## config.mk

```make
export PLATFORM = sky130hd
export DESIGN_NAME = low_power_mode_controller
export DESIGN_NICKNAME = d
export VERILOG_FILES = /design/src/lpm_pkg.sv /design/src/low_power_mode_controller.sv
export SDC_FILE = /design/constraint.sdc
export NUM_CORES = 1
export LEC_CHECK = 0
export ABC_AREA = 1
export BUFFER_PORTS_ARGS = -buffer_cell sky130_fd_sc_hd__buf_2
export CORE_ASPECT_RATIO = 0.8
export CORE_MARGIN = 3
export CORE_UTILIZATION = 45
export DETAILED_ROUTE_END_ITERATION = 16
export PLACE_DENSITY = 0.68
export SYNTH_ARGS = -nofsm -noshare
export SYNTH_HDL_FRONTEND = slang
export SYNTH_SLANG_ARGS = --single-unit
export TNS_END_PERCENT = 50
```

## constraint.sdc

```tcl
create_clock -name core_clk -period 1.74 [get_ports core_clk]
set_input_delay 0.087 -clock core_clk [delete_from_list [all_inputs] [get_ports core_clk]]
set_output_delay 0.087 -clock core_clk [all_outputs]
set_load 0.01 [all_outputs]
```

## src/lpm_pkg.sv

```systemverilog
// Shared constants and types for the low-power mode controller.
package lpm_pkg;

  localparam int ADDR_W = 8;
  localparam int DATA_W = 32;

  localparam logic [7:0] REG_CLKDIV = 8'h00;
  localparam logic [7:0] REG_MSTOP  = 8'h04;
  localparam logic [7:0] REG_LPCTL  = 8'h08;
  localparam logic [7:0] REG_STAT   = 8'h0C;

  // Divider field indices inside the clock divider register.
  localparam int NUM_CLK   = 7;
  localparam int CLK_CORE  = 0;
  localparam int CLK_PA    = 1;
  localparam int CLK_PB    = 2;
  localparam int CLK_PC    = 3;
  localparam int CLK_PD    = 4;
  localparam int CLK_BUS   = 5;
  localparam int CLK_FLASH = 6;
  localparam int SEL_W     = 4;
  localparam int BCLK_HIGH_BIT = 28;
  localparam logic [3:0] SEL_MAX = 4'h6;
  localparam int DIV_CNT_W = 6;

  localparam logic [31:0] CLKDIV_RESET = 32'h0000_0000;
  localparam logic [31:0] MSTOP_RESET  = 32'h0000_0000;

  localparam int LP_ALLSTOP_BIT = 0;
  localparam int LP_STANDBY_BIT = 1;
  localparam int LP_DEEP_BIT    = 2;
  localparam logic [2:0] LPCTL_RESET = 3'h0;

  typedef enum logic [2:0] {
    MODE_RUN,
    MODE_SLEEP,
    MODE_ALLSTOP,
    MODE_SWSTBY,
    MODE_DEEPSTBY
  } lp_mode_t;

  typedef struct packed {
    logic cpuHalt;
    logic ramStop;
    logic flashStop;
    logic periphStop;
    logic watchdogStop;
    logic indepWdRun;
    logic shutoffRun;
    logic timerRun;
    logic usbRun;
    logic oscStop;
    logic deepPowerOff;
  } unit_ctl_t;

endpackage : lpm_pkg

```

## src/low_power_mode_controller.sv

```systemverilog
// Clock dividers, module stop and low-power mode sequencing.
// What this block does
// - Separate divider ratio per internal clock.
// - Bus clock pin outputs clock or high.
// - Per-module stop bits halt single modules.
// - Low-power states halt core, peripherals, oscillators.
// - Four states: sleep, allstop, standby, deep.
// - Enter only on control setting plus wait.
// - Interrupt ends state, resumes via interrupt.
// - Sleep halts core, RAM stays accessible.
// - Sleep stops and holds window watchdog.
// - Sleep lets enabled independent watchdog run.
// - Sleep keeps port output shutoff working.
// - Sleep keeps both eight-bit timer units counting.
// - Sleep keeps USB host/function module running.
// - Allstop halts core, RAM, flash; oscillators run.
`timescale 1ns/10ps
module low_power_mode_controller
  import lpm_pkg::*;
#(
  parameter int NUM_MODULES = 32
)
(
  input  wire logic                   core_clk,
  input  wire logic                   rst_n,
  input  wire logic [ADDR_W-1:0]      regAddr,
  input  wire logic [DATA_W-1:0]      regWdata,
  input  wire logic                   regWr,
  input  wire logic                   regRd,
  output logic      [DATA_W-1:0]      regRdata,
  input  wire logic                   waitInstr,
  input  wire logic                   irqPending,
  input  wire logic                   indepWdEnabled,
  output logic      [NUM_CLK-1:0]     clkEnable,
  output logic                        busClkPin,
  output logic      [NUM_MODULES-1:0] moduleStop,
  output unit_ctl_t                   unitCtl,
  output logic                        wakeToIrq
);

  if (NUM_MODULES < 1 || NUM_MODULES > DATA_W)
  begin : g_bad_modules
    $error("NUM_MODULES must lie between 1 and 32.");
  end

  logic [31:0]            clkDiv;
  logic [NUM_MODULES-1:0] modStopReg;
  logic [2:0]             lpCtl;
  lp_mode_t               mode;
  lp_mode_t               next_mode;
  logic [DIV_CNT_W-1:0]   divCnt;
  logic                   busPhase;

  // Register decode.
  // Unmapped addresses select nothing: writes drop, reads give zero.
  wire selClkDiv = (regAddr == REG_CLKDIV);
  wire selMstop  = (regAddr == REG_MSTOP);
  wire selLpCtl  = (regAddr == REG_LPCTL);
  wire selStat   = (regAddr == REG_STAT);

  wire wrClkDiv = regWr && selClkDiv;
  wire wrMstop  = regWr && selMstop;
  wire wrLpCtl  = regWr && selLpCtl;

  wire [DATA_W-1:0] mstopWide = DATA_W'(modStopReg);

  // Status: mode in the low bits, then the two live inputs.
  wire [DATA_W-1:0] statWord = {
      26'h0,
      indepWdEnabled,
      irqPending,
      1'b0,
      mode
  };

  // Read data stand only in the cycle after the strobe.
  wire [DATA_W-1:0] next_rdata =
      !regRd    ? 32'h0000_0000 :
      selClkDiv ? clkDiv :
      selMstop  ? mstopWide :
      selLpCtl  ? {29'h0, lpCtl} :
      selStat   ? statWord : 32'h0000_0000;

  // Prohibited ratio codes are clamped to the slowest legal ratio.
  // This keeps the counter mask within its six bits.
  function automatic logic [DIV_CNT_W-1:0] ratioMask
    (input logic [SEL_W-1:0] sel);
    logic [SEL_W-1:0] s;
    s = (sel > SEL_MAX) ? SEL_MAX : sel;
    ratioMask = DIV_CNT_W'((7'h01 << s) - 7'h01);
  endfunction : ratioMask

  // One enable pulse every 2**sel core clocks per derived clock.
  // All ticks share one counter, so a slow tick always meets a fast one.
  logic [NUM_CLK-1:0] divTick;
  for (genvar i = 0; i < NUM_CLK; i++)
  begin : g_div
    wire [DIV_CNT_W-1:0] m = ratioMask(clkDiv[i*SEL_W +: SEL_W]);
    assign divTick[i] = ((divCnt & m) == m);
  end

  // Mode selection at the wait instruction.
  wire wantDeep    = lpCtl[LP_STANDBY_BIT] && lpCtl[LP_DEEP_BIT];
  wire wantStandby = lpCtl[LP_STANDBY_BIT];
  wire wantAllStop = lpCtl[LP_ALLSTOP_BIT];

  wire inLowPower = (mode != MODE_RUN);

  // A wait with an interrupt already pending still enters the state; the
  // pending interrupt then ends it at the next edge.
  always_comb
  begin
    next_mode = mode;
    case (mode)
      MODE_RUN:
      begin
        if (waitInstr)
        begin
          if (wantDeep)
            next_mode = MODE_DEEPSTBY;
          else if (wantStandby)
            next_mode = MODE_SWSTBY;
          else if (wantAllStop)
            next_mode = MODE_ALLSTOP;
          else
            next_mode = MODE_SLEEP;
        end
      end
      MODE_SLEEP, MODE_ALLSTOP, MODE_SWSTBY, MODE_DEEPSTBY:
      begin
        if (irqPending)
          next_mode = MODE_RUN;
      end
      default:
        next_mode = MODE_RUN;
    endcase
  end

  // Unit states for each mode.
  unit_ctl_t next_unit;
  always_comb
  begin
    next_unit = '0;
    next_unit.indepWdRun = indepWdEnabled;
    next_unit.shutoffRun = 1'b1;
    next_unit.timerRun   = 1'b1;
    next_unit.usbRun     = 1'b1;
    case (next_mode)
      MODE_RUN:
      begin
        next_unit.cpuHalt = 1'b0;
      end
      MODE_SLEEP:
      begin
        next_unit.cpuHalt      = 1'b1;
        next_unit.ramStop      = 1'b0;
        next_unit.flashStop    = 1'b0;
        next_unit.periphStop   = 1'b0;
        next_unit.oscStop      = 1'b0;
        next_unit.watchdogStop = 1'b1;
        next_unit.indepWdRun   = indepWdEnabled;
        next_unit.shutoffRun   = 1'b1;
        next_unit.timerRun     = 1'b1;
        next_unit.usbRun       = 1'b1;
      end
      MODE_ALLSTOP:
      begin
        next_unit.cpuHalt      = 1'b1;
        next_unit.ramStop      = 1'b1;
        next_unit.flashStop    = 1'b1;
        next_unit.periphStop   = 1'b1;
        next_unit.watchdogStop = 1'b1;
        next_unit.indepWdRun   = indepWdEnabled;
        next_unit.shutoffRun   = 1'b1;
        next_unit.timerRun     = 1'b1;
        next_unit.usbRun       = 1'b0;
        next_unit.oscStop      = 1'b0;
      end
      MODE_SWSTBY, MODE_DEEPSTBY:
      begin
        next_unit.cpuHalt      = 1'b1;
        next_unit.ramStop      = 1'b1;
        next_unit.flashStop    = 1'b1;
        next_unit.periphStop   = 1'b1;
        next_unit.watchdogStop = 1'b1;
        next_unit.shutoffRun   = 1'b0;
        next_unit.timerRun     = 1'b0;
        next_unit.usbRun       = 1'b0;
        next_unit.indepWdRun   = indepWdEnabled;
        next_unit.oscStop      = 1'b1;
        next_unit.deepPowerOff = (next_mode == MODE_DEEPSTBY);
      end
      default:
      begin
        next_unit.cpuHalt = 1'b0;
      end
    endcase
  end

  // Which derived clocks may tick in the coming mode.
  // Gating on the coming mode keeps the first tick after entry away.
  logic [NUM_CLK-1:0] clkAllowed;
  always_comb
  begin
    clkAllowed = '1;
    if (next_unit.cpuHalt)
      clkAllowed[CLK_CORE] = 1'b0;
    if (next_unit.periphStop)
    begin
      clkAllowed[CLK_PA] = 1'b0;
      clkAllowed[CLK_PB] = 1'b0;
      clkAllowed[CLK_PC] = 1'b0;
      clkAllowed[CLK_PD] = 1'b0;
      clkAllowed[CLK_BUS] = 1'b0;
    end
    if (next_unit.flashStop)
      clkAllowed[CLK_FLASH] = 1'b0;
  end

  wire [NUM_CLK-1:0] next_clkEnable = divTick & clkAllowed;

  wire busHigh = clkDiv[BCLK_HIGH_BIT];
  wire next_busPhase = divTick[CLK_BUS] && clkAllowed[CLK_BUS]
                       ? !busPhase : busPhase;
  wire next_busPin = busHigh ? 1'b1 : next_busPhase;

  wire [NUM_MODULES-1:0] next_modStop =
      modStopReg | {NUM_MODULES{next_unit.periphStop}};

  // One cycle only, so each low-power episode resumes exactly once.
  wire next_wake = inLowPower && (next_mode == MODE_RUN);

  // Software registers.
  always_ff @(posedge core_clk)
  begin
    if (!rst_n)
    begin
      clkDiv     <= CLKDIV_RESET;
      modStopReg <= MSTOP_RESET[NUM_MODULES-1:0];
      lpCtl      <= LPCTL_RESET;
      regRdata   <= 32'h0000_0000;
    end
    else
    begin
      if (wrClkDiv)
        clkDiv <= regWdata;
      if (wrMstop)
        modStopReg <= regWdata[NUM_MODULES-1:0];
      if (wrLpCtl)
        lpCtl <= regWdata[2:0];
      regRdata <= next_rdata;
    end
  end

  // Mode machine; reset always returns to run.
  // A reset in any low-power state therefore restarts from run.
  always_ff @(posedge core_clk)
  begin
    if (!rst_n)
      mode <= MODE_RUN;
    else
      mode <= next_mode;
  end

  // Divider counter and bus clock phase.
  always_ff @(posedge core_clk)
  begin
    if (!rst_n)
    begin
      divCnt   <= '0;
      busPhase <= 1'b0;
    end
    else
    begin
      divCnt   <= divCnt + DIV_CNT_W'(1);
      busPhase <= next_busPhase;
    end
  end

  // Registered outputs.
  // Every output leaves a flip-flop, so no decode glitch reaches a pin.
  always_ff @(posedge core_clk)
  begin
    if (!rst_n)
    begin
      clkEnable  <= '0;
      busClkPin  <= 1'b1;
      moduleStop <= '0;
      unitCtl    <= '0;
      wakeToIrq  <= 1'b0;
    end
    else
    begin
      clkEnable  <= next_clkEnable;
      busClkPin  <= next_busPin;
      moduleStop <= next_modStop;
      unitCtl    <= next_unit;
      wakeToIrq  <= next_wake;
    end
  end

endmodule : low_power_mode_controller

```

==> results.rst, run 1 <==
.. list-table::
   :header-rows: 1

   * - Metric
     - Value
   * - Category of the most critical setup path
     - flop to flop
   * - Overflow left after global routing
     - 0
   * - Top-area cell type share of the netlist area
     - between 50% and 60%
   * - Endpoint kind of the worst setup timing path
     - flop
   * - Floorplan die height
     - 110.1 µm
   * - Die area
     - around 15000 µm²
   * - Maximum vdd drop
     - 0.0006806 V
   * - Time the final worst path needs with I/O delays and setup
     - 1612 ps
   * - Htree depth
     - 4
   * - Cell with the most instances after synthesis
     - sky130_fd_sc_hd__dfxtp_1
   * - CP Data Required Time
     - 2030 ps
   * - Hold path depth
     - 4
   * - Largest area contributor in the netlist
     - sky130_fd_sc_hd__dfxtp_1
   * - Mapped Nets
     - 834
   * - Type of the most critical hold path
     - primary input to flop
   * - DR WL met2
     - ~7100 µm
   * - Area after detailed placement
     - 6917 µm²
   * - Leakage power total
     - 0.003409 µW
   * - PD cells
     - 1008 nW/µm²
   * - Pin count of the biggest net entering global routing
     - 37
   * - EDFF count, synth
     - 0
   * - Core Util, Final
     - 60.44%
   * - Flip-flop and latch count after synthesis
     - 158
   * - R2r worst-path depth
     - 10
   * - Via-per-instance ratio
     - 4.935
   * - Detailed-router iteration count before antenna repair
     - 5
   * - Pin slew with the least headroom to its limit
     - 429.6 ps
   * - Layout cells sized above 1
     - a little over a fifth
   * - Final-stage net count
     - 998
   * - Flip-flop and latch area
     - 3163 µm²
   * - Final Skew
     - 10.52 ps
   * - Skew-Pair Late Insertion Delay
     - 410 ps
   * - Result of the run
     - finished, final reports clean
   * - Finished Cell Area
     - around 8000 µm²
   * - Total half-perimeter wirelength after legalization and detailed placement
     - 10470 µm
   * - Count of boundary I/O pins
     - 131
   * - Number of fill cells
     - 1193
   * - Normalized max-slew margin
     - between 70% and 80%
   * - Hold violation total from the final report
     - 0
   * - Max clock buf depth
     - 2
   * - Drt wl/cell
     - 13.69 µm
   * - Total GRT Usage
     - 21.04%
   * - List of most frequent post-synthesis cells
     - sky130_fd_sc_hd__dfxtp_1, sky130_fd_sc_hd__a21oi_1, sky130_fd_sc_hd__nand2_1
   * - Vias in the first global route
     - just over 5000
   * - Highest attainable clock frequency
     - between 600 and 700 MHz
   * - Final slew viol count
     - 0
   * - Width of the die
     - around 140 µm
   * - Cell Rows
     - 37
   * - Cell area after synthesis
     - 6096 µm²
   * - Initial antenna violation count
     - 0
   * - Max-capacitance violation count
     - 0
   * - Clock input transition at the sequential cells of the worst setup and hold paths
     - 60 ps
   * - FFs w/ async S/R, synth
     - 0%
   * - Antenna Violating Nets Remaining
     - 0
   * - Register area share after synthesis
     - 51.89%
   * - Worst setup timing slack at the placement stage
     - about 130 ps
   * - Avg Cell Area, Syn
     - approximately 8 µm²
   * - Area added between synthesis and finish
     - 29.43%
   * - Number of setup violations in the final report
     - 0
   * - Cells after DPL
     - 1064
   * - Clk sink count
     - between 150 and 200
   * - Leading register cell type out of synthesis
     - sky130_fd_sc_hd__dfxtp_1
   * - Final routed DRC violation total
     - 0
   * - IO Port Bufs
     - 130
   * - Buffer cell driving the clock tree root
     - sky130_fd_sc_hd__clkbuf_16
   * - Wire length of the first global-routing pass
     - ~25000 µm
   * - Synth cell types
     - 34
   * - Startpoint types
     - flop
   * - Fin worst setup slack
     - about 130 ps
   * - DRT iter0 DRCs
     - 257
   * - Number of CTS-inserted buffers
     - 17
   * - Worst-path fanout max
     - 5
   * - Share of the cycle needed by the critical path after routing
     - 92.63%
   * - Core box area
     - 13060 µm²
   * - Non-filler instance count after layout
     - ~1100
   * - Final WL
     - 15460 µm
   * - Antenna cell count
     - 0
   * - Starting Density
     - 46.69%
   * - Detailed-route wire length on metal 1
     - 7574 µm
   * - Met3 wire length
     - about 700 µm
   * - Cell count after synthesis
     - 779
   * - Routability congestion estimate from global placement
     - 0.8280
   * - Multi-input logic area
     - 2407 µm²
   * - Warnings, synthesis
     - 0
   * - Ranking of synthesized cells by area
     - sky130_fd_sc_hd__dfxtp_1, sky130_fd_sc_hd__a21oi_1, sky130_fd_sc_hd__nand2_1
   * - Top routing layer in use
     - met4
   * - Crit path arrival time
     - 1900 ps
   * - Clock tree from TritonCTS
     - built
   * - Detailed-route via count
     - roughly 5600
   * - Power Total
     - 7954 µW
==> metal layers <==
layer | vias to the layer above | global-route usage (%)
met3 | 10 | 3.857
li1 | 2889 | -
met2 | 139 | 35.19
met4 | 0 | 5.324
met1 | 2534 | 28.38
met5 | - | 0
==> report_power, final <==
| part | internal (µW) | total, µW | leakage [µW] | switching, µW |
|---|---|---|---|---|
| registers | 3660 | 3680 | 0.00128 | 24.3 |
| clock network | 2390 | 3880 | 0.000292 | 1480 |
| logic | 173 | 396 | 0.00184 | 223 |
==> flip-flops by register name, summed over array words and instances (netlist names) <==
register	cells
clkDiv	32
modStopReg	32
moduleStop	32
regRdata	32
unitCtl	8
clkEnable	7
divCnt	6
lpCtl	3
mode	3
busClkPin	1
busPhase	1
wakeToIrq	1
==> path summary, 6_finish.rpt <==
check | start | to | slack [ps]
worst min register to register | modStopReg[19] | regRdata[19] | 460
worst max-delay path | clkDiv[21] | busPhase | 130
worst min-delay path | regAddr[0] | regRdata[2] | 50
worst max register to register | clkDiv[21] | busPhase | 130
==> final cells by class <==
type / instances / area share, %
Clock buffer: 17 / 5.392
Clock inverter: 13 / 2.379
Inverter: 84 / 4.012
Multi-Input combinational cell: 496 / 30.51
Sequential cell: 158 / 40.09
Tap cell: 175 / 2.775
Timing Repair Buffer: 186 / 14.84
==> placed cells by master, fill, tap and decap left out, types with 2 or more instances in the layout <==
| cell | Yosys | routed |
|---|---|---|
| sky130_fd_sc_hd__nand3_1 | 38 | 38 |
| sky130_fd_sc_hd__bufinv_16 | 0 | 4 |
| sky130_fd_sc_hd__inv_2 | 3 | 4 |
| sky130_fd_sc_hd__nor3_1 | 5 | 5 |
| sky130_fd_sc_hd__dlygate4sd3_1 | 0 | 35 |
| sky130_fd_sc_hd__nand2_2 | 2 | 2 |
| sky130_fd_sc_hd__a31oi_1 | 2 | 2 |
| sky130_fd_sc_hd__ha_1 | 8 | 8 |
| sky130_fd_sc_hd__nor2_2 | 1 | 5 |
| sky130_fd_sc_hd__nand2_1 | 103 | 103 |
| sky130_fd_sc_hd__xor2_1 | 2 | 2 |
| sky130_fd_sc_hd__o21ai_1 | 18 | 18 |
| sky130_fd_sc_hd__a211oi_1 | 3 | 3 |
| sky130_fd_sc_hd__clkinvlp_4 | 0 | 3 |
| sky130_fd_sc_hd__buf_4 | 3 | 20 |
| sky130_fd_sc_hd__inv_1 | 80 | 79 |
| sky130_fd_sc_hd__nor2_1 | 93 | 89 |
| sky130_fd_sc_hd__inv_6 | 0 | 3 |
| sky130_fd_sc_hd__o311ai_0 | 2 | 2 |
| sky130_fd_sc_hd__nor2_4 | 2 | 2 |
| sky130_fd_sc_hd__clkbuf_16 | 0 | 17 |
| sky130_fd_sc_hd__clkinv_2 | 1 | 3 |
| sky130_fd_sc_hd__dfxtp_1 | 158 | 158 |
| sky130_fd_sc_hd__o22ai_1 | 2 | 2 |
| sky130_fd_sc_hd__buf_2 | 19 | 130 |
| sky130_fd_sc_hd__a21oi_1 | 125 | 125 |
| sky130_fd_sc_hd__nand4_1 | 6 | 6 |
| sky130_fd_sc_hd__o21bai_1 | 2 | 2 |
| sky130_fd_sc_hd__o21ai_0 | 75 | 75 |
==> worst max-delay path, stage by stage, from the launching register on <==
cell and delay, ps:
sky130_fd_sc_hd__dfxtp_1 350, sky130_fd_sc_hd__nor2_2 140, sky130_fd_sc_hd__nand3_1 100, sky130_fd_sc_hd__ha_1 290, sky130_fd_sc_hd__nor2_1 40, sky130_fd_sc_hd__nor2_1 110, sky130_fd_sc_hd__nand3_1 90, sky130_fd_sc_hd__nor2_2 120
sky130_fd_sc_hd__nand3_1 90, sky130_fd_sc_hd__nand2_1 100, sky130_fd_sc_hd__a21oi_1 60
==> timing repair <==
action	in CTS	in global routing
hold buffers	35	0
setup endpoints to repair	0	4
setup buffers	0	0
hold endpoints to repair	67	0
gates resized for setup	0	4
==> metrics by stage <==
step / setup TNS [ps] / hold slack, ps
after floorplan: 0 / 180.5
after global placement: 0 / 294.9
after detailed placement: 0 / 324.1
after CTS: 0 / 43.34
after global routing: -14.01 / 92.55
final: 0 / 53.41
==> cells by family after synthesis <==
kind of cell,after synthesis,share of synthesized area [%]
XOR/XNOR,2,0.2874
flip-flops,158,51.89
AND/OR/NAND/NOR,255,17.92
buffers and inverters,125,8.785
AO/OA/AOI/OAI,231,19.48
adder cells (fa/ha/maj),8,1.642
Power figures use the tool's default switching activity.
==> run 2: changes to the inputs <==
--- a/config.mk
+++ b/config.mk
@@ -11,7 +11,7 @@
 export CORE_MARGIN = 3
 export CORE_UTILIZATION = 45
 export DETAILED_ROUTE_END_ITERATION = 16
-export PLACE_DENSITY = 0.68
+export PLACE_DENSITY = 0.71
 export SYNTH_ARGS = -nofsm -noshare
 export SYNTH_HDL_FRONTEND = slang
 export SYNTH_SLANG_ARGS = --single-unit
==> constraint.sdc (replaced) <==
create_clock -name core_clk -period 1.35 [get_ports core_clk]
set_input_delay 0.27 -clock core_clk [delete_from_list [all_inputs] [get_ports core_clk]]
set_output_delay 0.27 -clock core_clk [all_outputs]
set_load 0.01 [all_outputs]
==> run 2 against run 1 <==
Net effect:
- the flow now finishes with violations (negative setup slack)
- worst setup slack lost 310 ps
- combinational power grew 36%
- sequential share of layout area shrank 3.1 points
- critical path depth shrank 1
- clock power grew 15%
- highest routed layer unchanged
- clock skew shrank 3.9 ps
- utilization grew 5.8 points
- fmax grew 5.1%
- sequential power grew 29%
- clock-buffer cell count grew 4
- sequential cell count is the same
- via count grew 6.7%
==> results.rst, run 2 (same netlist as run 1, synthesis figures left out) <==
.. list-table::
   :header-rows: 1

   * - Metric
     - Value
   * - Most frequent cells in the layout
     - sky130_fd_sc_hd__dfxtp_1, sky130_fd_sc_hd__buf_2, sky130_fd_sc_hd__a21oi_1
   * - Category of the most critical setup path
     - flop to flop
   * - CP Data Required Time
     - 1690 ps
   * - Total GRT Usage
     - 22.20%
   * - Finished Cell Area
     - 8641 µm²
   * - Highest attainable clock frequency
     - 651.9 MHz
   * - Max-capacitance violation count
     - 0
   * - Clock tree from TritonCTS
     - built
   * - Die area
     - between 10000 and 15000 µm²
   * - Worst path cell trace
     - nor2_4 > nand3_2 > ha_1 > nor2_1 > nor2_1 > nand3_1 > nor2_2 > nand4_1 > a21oi_1
   * - Non-filler instance count after layout
     - 1193
   * - Clock input transition at the sequential cells of the worst setup and hold paths
     - ~60 ps
   * - RSZ-0062 raised after global routing
     - true
   * - Routability congestion estimate from global placement
     - a little under 0.9
   * - Buffer cell driving the clock tree root
     - sky130_fd_sc_hd__clkbuf_16
   * - Pin count of the biggest net entering global routing
     - 39
   * - Crit path arrival time
     - 1880 ps
   * - Violated checks
     - negative setup slack
   * - Count of buffering cells on the critical path with inverters included
     - 0
   * - Final slew viol count
     - 0
   * - Endpoint kind of the worst setup timing path
     - flop
   * - Core Util, Final
     - 66.19%
   * - Critical-path top delay cell
     - sky130_fd_sc_hd__dfxtp_4
   * - Detailed-route via count
     - 5944
   * - Area added between synthesis and finish
     - 41.75%
   * - Antenna Violating Nets Remaining
     - 0
   * - Reg2Reg Setup Slack
     - -180 ps
   * - Type of the most critical hold path
     - primary input to flop
   * - Area after detailed placement
     - approximately 7600 µm²
   * - Result of the run
     - complete, but fails checks
   * - Cells after DPL
     - 1148
   * - Final routed DRC violation total
     - 0
   * - Hold path startpoint
     - indepWdEnabled
   * - Overflow left after global routing
     - 0
   * - Worst Hold Path EP
     - unitCtl[5]
   * - Fin worst setup slack
     - -184.0 ps
   * - Share of the cycle needed by the critical path after routing
     - 113.6%
   * - Leakage power total
     - 0.003867 µW
   * - Worst-path fanout max
     - 3
   * - Htree depth
     - 4
   * - Commonest non-fill, non-tap cell in the layout
     - sky130_fd_sc_hd__dfxtp_1
   * - Reg-to-Reg End
     - busPhase
   * - Cell Rows
     - 37
   * - DRT iter0 DRCs
     - 326
   * - Startpoint types
     - flop
   * - R2r worst-path depth
     - 9
   * - Delay of the slowest critical-path stage
     - 360 ps
   * - Antenna cell count
     - 0
   * - Hold_ws
     - 54.11 ps
   * - Final-stage net count
     - 1061
   * - Detailed-router iteration count before antenna repair
     - 5
   * - Maximum vdd drop
     - 0.0008799 V
   * - Floorplan die height
     - 110.1 µm
   * - Wire length of the first global-routing pass
     - 26430 µm
   * - Core box area
     - 13060 µm²
   * - Worst path top cell family by delay
     - simple AND/OR/NAND/NOR gates
   * - Most frequent CP cell
     - sky130_fd_sc_hd__nor2_1
   * - Number of CTS-inserted buffers
     - 17
   * - Hold path depth
     - 3
   * - Critical path launch point
     - clkDiv[23]
   * - Clk sink count
     - 158
   * - Final WL
     - 16870 µm
   * - Initial antenna violation count
     - 0
   * - Count of boundary I/O pins
     - 131
   * - Via-per-instance ratio
     - 4.982
   * - Power Total
     - 9756 µW
   * - Post-cts hold buffer count
     - 0
   * - Max clock buf depth
     - 2
   * - Total half-perimeter wirelength after legalization and detailed placement
     - 11310 µm
   * - Vias in the first global route
     - 5598
   * - Critical R2R Launch
     - clkDiv[23]
   * - Width of the die
     - 136.1 µm
   * - Skew-Pair Late Insertion Delay
     - 420 ps
   * - Hold violation total from the final report
     - 0
   * - Time the final worst path needs with I/O delays and setup
     - 1534 ps
   * - Starting Density
     - 46.69%
   * - IO Port Bufs
     - 130
   * - Layout cells sized above 1
     - 35.76%
   * - Pin slew with the least headroom to its limit
     - about 320 ps
   * - PD cells
     - approximately 1100 nW/µm²
   * - Number of setup violations in the final report
     - 13
   * - Final Skew
     - 6.663 ps
   * - Drt wl/cell
     - 14.14 µm
   * - Normalized max-slew margin
     - 78.53%
==> run 2: cell types whose count changed in the layout (fill, tap and decap cells not counted), moves of 9 or more <==
cell and delta:
sky130_fd_sc_hd__buf_4 +86, sky130_fd_sc_hd__dlygate4sd3_1 -35, sky130_fd_sc_hd__dfxtp_1 -17, sky130_fd_sc_hd__a21oi_1 -15, sky130_fd_sc_hd__a21oi_2 +14, sky130_fd_sc_hd__dfxtp_2 +13, sky130_fd_sc_hd__nor2_1 -12, sky130_fd_sc_hd__nor2_4 +9
==> run 2: area by class of cell <==
cell class / count / area (µm²)
Inverter: 84 / 316.6
Fill cell: 1133 / 4414
Sequential cell: 158 / 3194
Multi-Input combinational cell: 496 / 2660
Tap cell: 175 / 219.0
Timing Repair Buffer: 249 / 1699
Clock inverter: 10 / 91.34
Clock buffer: 21 / 460.4
==> run 2: stage by stage <==
| stage | TNS [ps] | worst slack, ps |
|---|---|---|
| finish | -1012 | -184.0 |
| global route | -4208 | -298.6 |
| CTS | -850.7 | -172.2 |
| detailed placement | -7827 | -191.3 |
| global placement | -5966 | -165.0 |
| floorplan | -338.2 | -116.2 |
==> run 2: worst max path at each step <==
| stage | end | slack, ps | cells past startpoint |
|---|---|---|---|
| 6_report | busPhase | -180 | 9 |
| 5_1_grt | busPhase | -300 | 10 |
| 4_1_cts | busPhase | -170 | 10 |
| 3_5_place_dp | busPhase | -190 | 10 |
| 3_3_place_gp | busClkPin | -170 | 10 |
| 2_1_floorplan | busPhase | -120 | 10 |
==> run 2: timing repair <==
action                                  CTS  global route
gates resized for setup                  35            62
pin swaps                                18            12
setup buffers                             8             4
endpoints found under the setup margin   43            44
gates cloned                              0             2
==> run 2: tightest hold or removal path, delay by kind of cell <==
family	cells	cell delay, ps
buf+inv	2	130
simple gates	1	40
==> run 2: where the power goes <==
group	internal (µW)	switching [µW]
Combinational	226	312
Sequential	4710	29.1
Clock	2620	1870
==> run 2: per-layer routing <==
layer	GRT usage, %	vias to the layer above	routed length (µm)
met1	29.21	2768	7685
met2	37.28	144	8130
li1	-	3014	-
met4	6.978	0	170
met5	0	-	0
met3	4.174	18	888
==> run 3: changes to the inputs <==
--- a/config.mk
+++ b/config.mk
@@ -8,11 +8,11 @@
 export ABC_AREA = 1
 export BUFFER_PORTS_ARGS = -buffer_cell sky130_fd_sc_hd__buf_2
 export CORE_ASPECT_RATIO = 0.8
-export CORE_MARGIN = 3
+export CORE_MARGIN = 8
 export CORE_UTILIZATION = 45
 export DETAILED_ROUTE_END_ITERATION = 16
 export PLACE_DENSITY = 0.71
 export SYNTH_ARGS = -nofsm -noshare
 export SYNTH_HDL_FRONTEND = slang
 export SYNTH_SLANG_ARGS = --single-unit
-export TNS_END_PERCENT = 50
+export TNS_END_PERCENT = 30
==> run 3 against run 2 <==
Net effect:
- the flow still finishes with violations (negative setup slack)
- critical path depth increased by 1
- clock-buffer cell count decreased by 2
- worst setup slack about the same
- sequential power about the same
==> results.rst, run 3 (same netlist as run 1, synthesis figures left out) <==
.. list-table::
   :header-rows: 1

   * - Metric
     - Value
   * - Routability congestion estimate from global placement
     - 0.8591
   * - Initial antenna violation count
     - 0
   * - Clock input transition at the sequential cells of the worst setup and hold paths
     - 60 ps
   * - Normalized max-slew margin
     - between 70 and 80%
   * - Commonest non-fill, non-tap cell in the layout
     - sky130_fd_sc_hd__dfxtp_1
   * - Clk sink count
     - between 150 and 200
   * - Time the final worst path needs with I/O delays and setup
     - between 1500 and 2000 ps
   * - Hold violation total from the final report
     - 0
   * - Max-capacitance violation count
     - 0
   * - RSZ-0062 raised after global routing
     - true
   * - Result of the run
     - complete, but fails checks
   * - Endpoint kind of the worst setup timing path
     - flop
   * - Vias in the first global route
     - 5847
   * - Share of the cycle needed by the critical path after routing
     - 113.6%
   * - Buffer cell driving the clock tree root
     - sky130_fd_sc_hd__clkbuf_16
   * - Number of setup violations in the final report
     - 17
   * - Leakage power total
     - about 0.004 µW
   * - Via-per-instance ratio
     - just over 5
   * - Pin slew with the least headroom to its limit
     - between 300 and 400 ps
   * - Overflow left after global routing
     - 0
   * - Fin worst setup slack
     - -183.9 ps
   * - Number of CTS-inserted buffers
     - 17
   * - Final routed DRC violation total
     - 0
   * - Count of boundary I/O pins
     - about 130
   * - Drt wl/cell
     - ~15 µm
   * - Total half-perimeter wirelength after legalization and detailed placement
     - approximately 12000 µm
   * - Starting Density
     - 45.46%
   * - Antenna Violating Nets Remaining
     - 0
   * - Type of the most critical hold path
     - primary input to flop
   * - Wire length of the first global-routing pass
     - about 28000 µm
   * - Max clock buf depth
     - 2
   * - Clock tree from TritonCTS
     - built
   * - Pin count of the biggest net entering global routing
     - 35
   * - Violated checks
     - negative setup slack
   * - Crit path arrival time
     - 1830 ps
   * - Highest attainable clock frequency
     - 651.9 MHz
   * - Floorplan die height
     - 120.1 µm
   * - Maximum vdd drop
     - approximately 0.0011 V
   * - Worst-path fanout max
     - 4
   * - Post-cts hold buffer count
     - 0
   * - Skew-Pair Late Insertion Delay
     - 420 ps
   * - Die area
     - 17550 µm²
   * - Fin Setup TNS
     - -1672 ps
   * - Startpoint types
     - flop
   * - PD cells
     - approximately 1200 nW/µm²
   * - Area after detailed placement
     - roughly 7700 µm²
   * - Final-stage net count
     - 1065
   * - Cell Rows
     - 38
   * - Most frequent cells in the layout
     - sky130_fd_sc_hd__dfxtp_1, sky130_fd_sc_hd__buf_2, sky130_fd_sc_hd__buf_4
   * - Final Skew
     - between 5 and 6 ps
   * - Finished Cell Area
     - 8892 µm²
   * - Detailed-route via count
     - 6057
   * - Final slew viol count
     - 0
   * - IO Port Bufs
     - 130
   * - Category of the most critical setup path
     - flop to flop
   * - Detailed-router iteration count before antenna repair
     - 5
   * - DRT iter0 DRCs
     - ~340
   * - Layout cells sized above 1
     - approximately two fifths
   * - Htree depth
     - 4
   * - CP Data Required Time
     - 1650 ps
   * - Number of fill cells
     - roughly 1100
   * - Total GRT Usage
     - 19.60%
   * - Width of the die
     - 146.1 µm
   * - Area added between synthesis and finish
     - 45.87%
   * - Final WL
     - around 18000 µm
   * - Core box area
     - 13410 µm²
## run 3: changes by cell type in the layout (fill, tap and decap cells not counted), moves of 4 or more
cell,previous run,this run
sky130_fd_sc_hd__ha_1,6,1
sky130_fd_sc_hd__clkinv_2,5,1
sky130_fd_sc_hd__buf_4,106,113
sky130_fd_sc_hd__clkinvlp_4,2,6
sky130_fd_sc_hd__ha_4,2,7
sky130_fd_sc_hd__bufinv_16,1,5
sky130_fd_sc_hd__o21ai_2,2,8
## run 3: worst max-delay path, stage by stage (launching register included)
cell and delay, ps:
sky130_fd_sc_hd__dfxtp_4 360, sky130_fd_sc_hd__inv_1 100, sky130_fd_sc_hd__nand3_2 110, sky130_fd_sc_hd__ha_4 280, sky130_fd_sc_hd__nor2_2 30, sky130_fd_sc_hd__nor2_1 80
sky130_fd_sc_hd__nand3_1 110, sky130_fd_sc_hd__nor2_2 130, sky130_fd_sc_hd__nand3_2 100, sky130_fd_sc_hd__nand2_1 80, sky130_fd_sc_hd__nand3_1 60
## run 3: what timing repair did
item	CTS	global route
buffers inserted	6	9
resized for setup	23	100
hold endpoints to repair	0	0
cloned	1	0
setup endpoints to repair	44	46
pin swaps	12	40
## run 3: area by class of cell
cell class              count  area [µm²]  share of cell area [%]
multi-input cells         496        2773                   31.18
flip-flops and latches    158        3203                   36.02
inverters                  84       320.3                   3.602
clock buffers              19       442.9                   4.981
well taps                 180       225.2                   2.533
repair buffers            253        1712                   19.25
diodes                      1       2.502                 0.02814
clock inverters            13       214.0                   2.406
## run 3: final timing paths
path / start / endpoint / cells past startpoint / slack [ps]
max: clkDiv[22] / busClkPin / 10 / -180
min reg2reg: modStopReg[7] / regRdata[7] / 2 / 460
min: indepWdEnabled / unitCtl[5] / 3 / 60
max reg2reg: clkDiv[22] / busClkPin / 10 / -180
## run 3: report_power, final
group	internal [µW]	switching, µW
Clock	3340	1930
Combinational	234	316
Sequential	4700	28.9
## run 3: per-stage QoR
step,util (%),setup WS [ps],std cells,power [µW],hold slack [ps]
4_1_cts,63.17,-175.6,1194,10570,49.20
2_1_floorplan,-,-116.2,779,5067,363.5
6_report,66.32,-183.9,1204,10550,56.56
5_1_grt,66.30,-268.9,1203,10890,55.65
3_5_place_dp,57.09,-195.4,1155,5333,454.7
3_3_place_gp,57.09,-171.2,1155,5326,439.8
## run 3: layer usage
metal	part of all wire [%]	GRT usage, %	up-vias
li1	-	-	3034
met1	45	24.43	2783
met2	47	32.82	215
met3	7.1	5.530	25
met4	1.4	5.202	0
met5	0	0	-
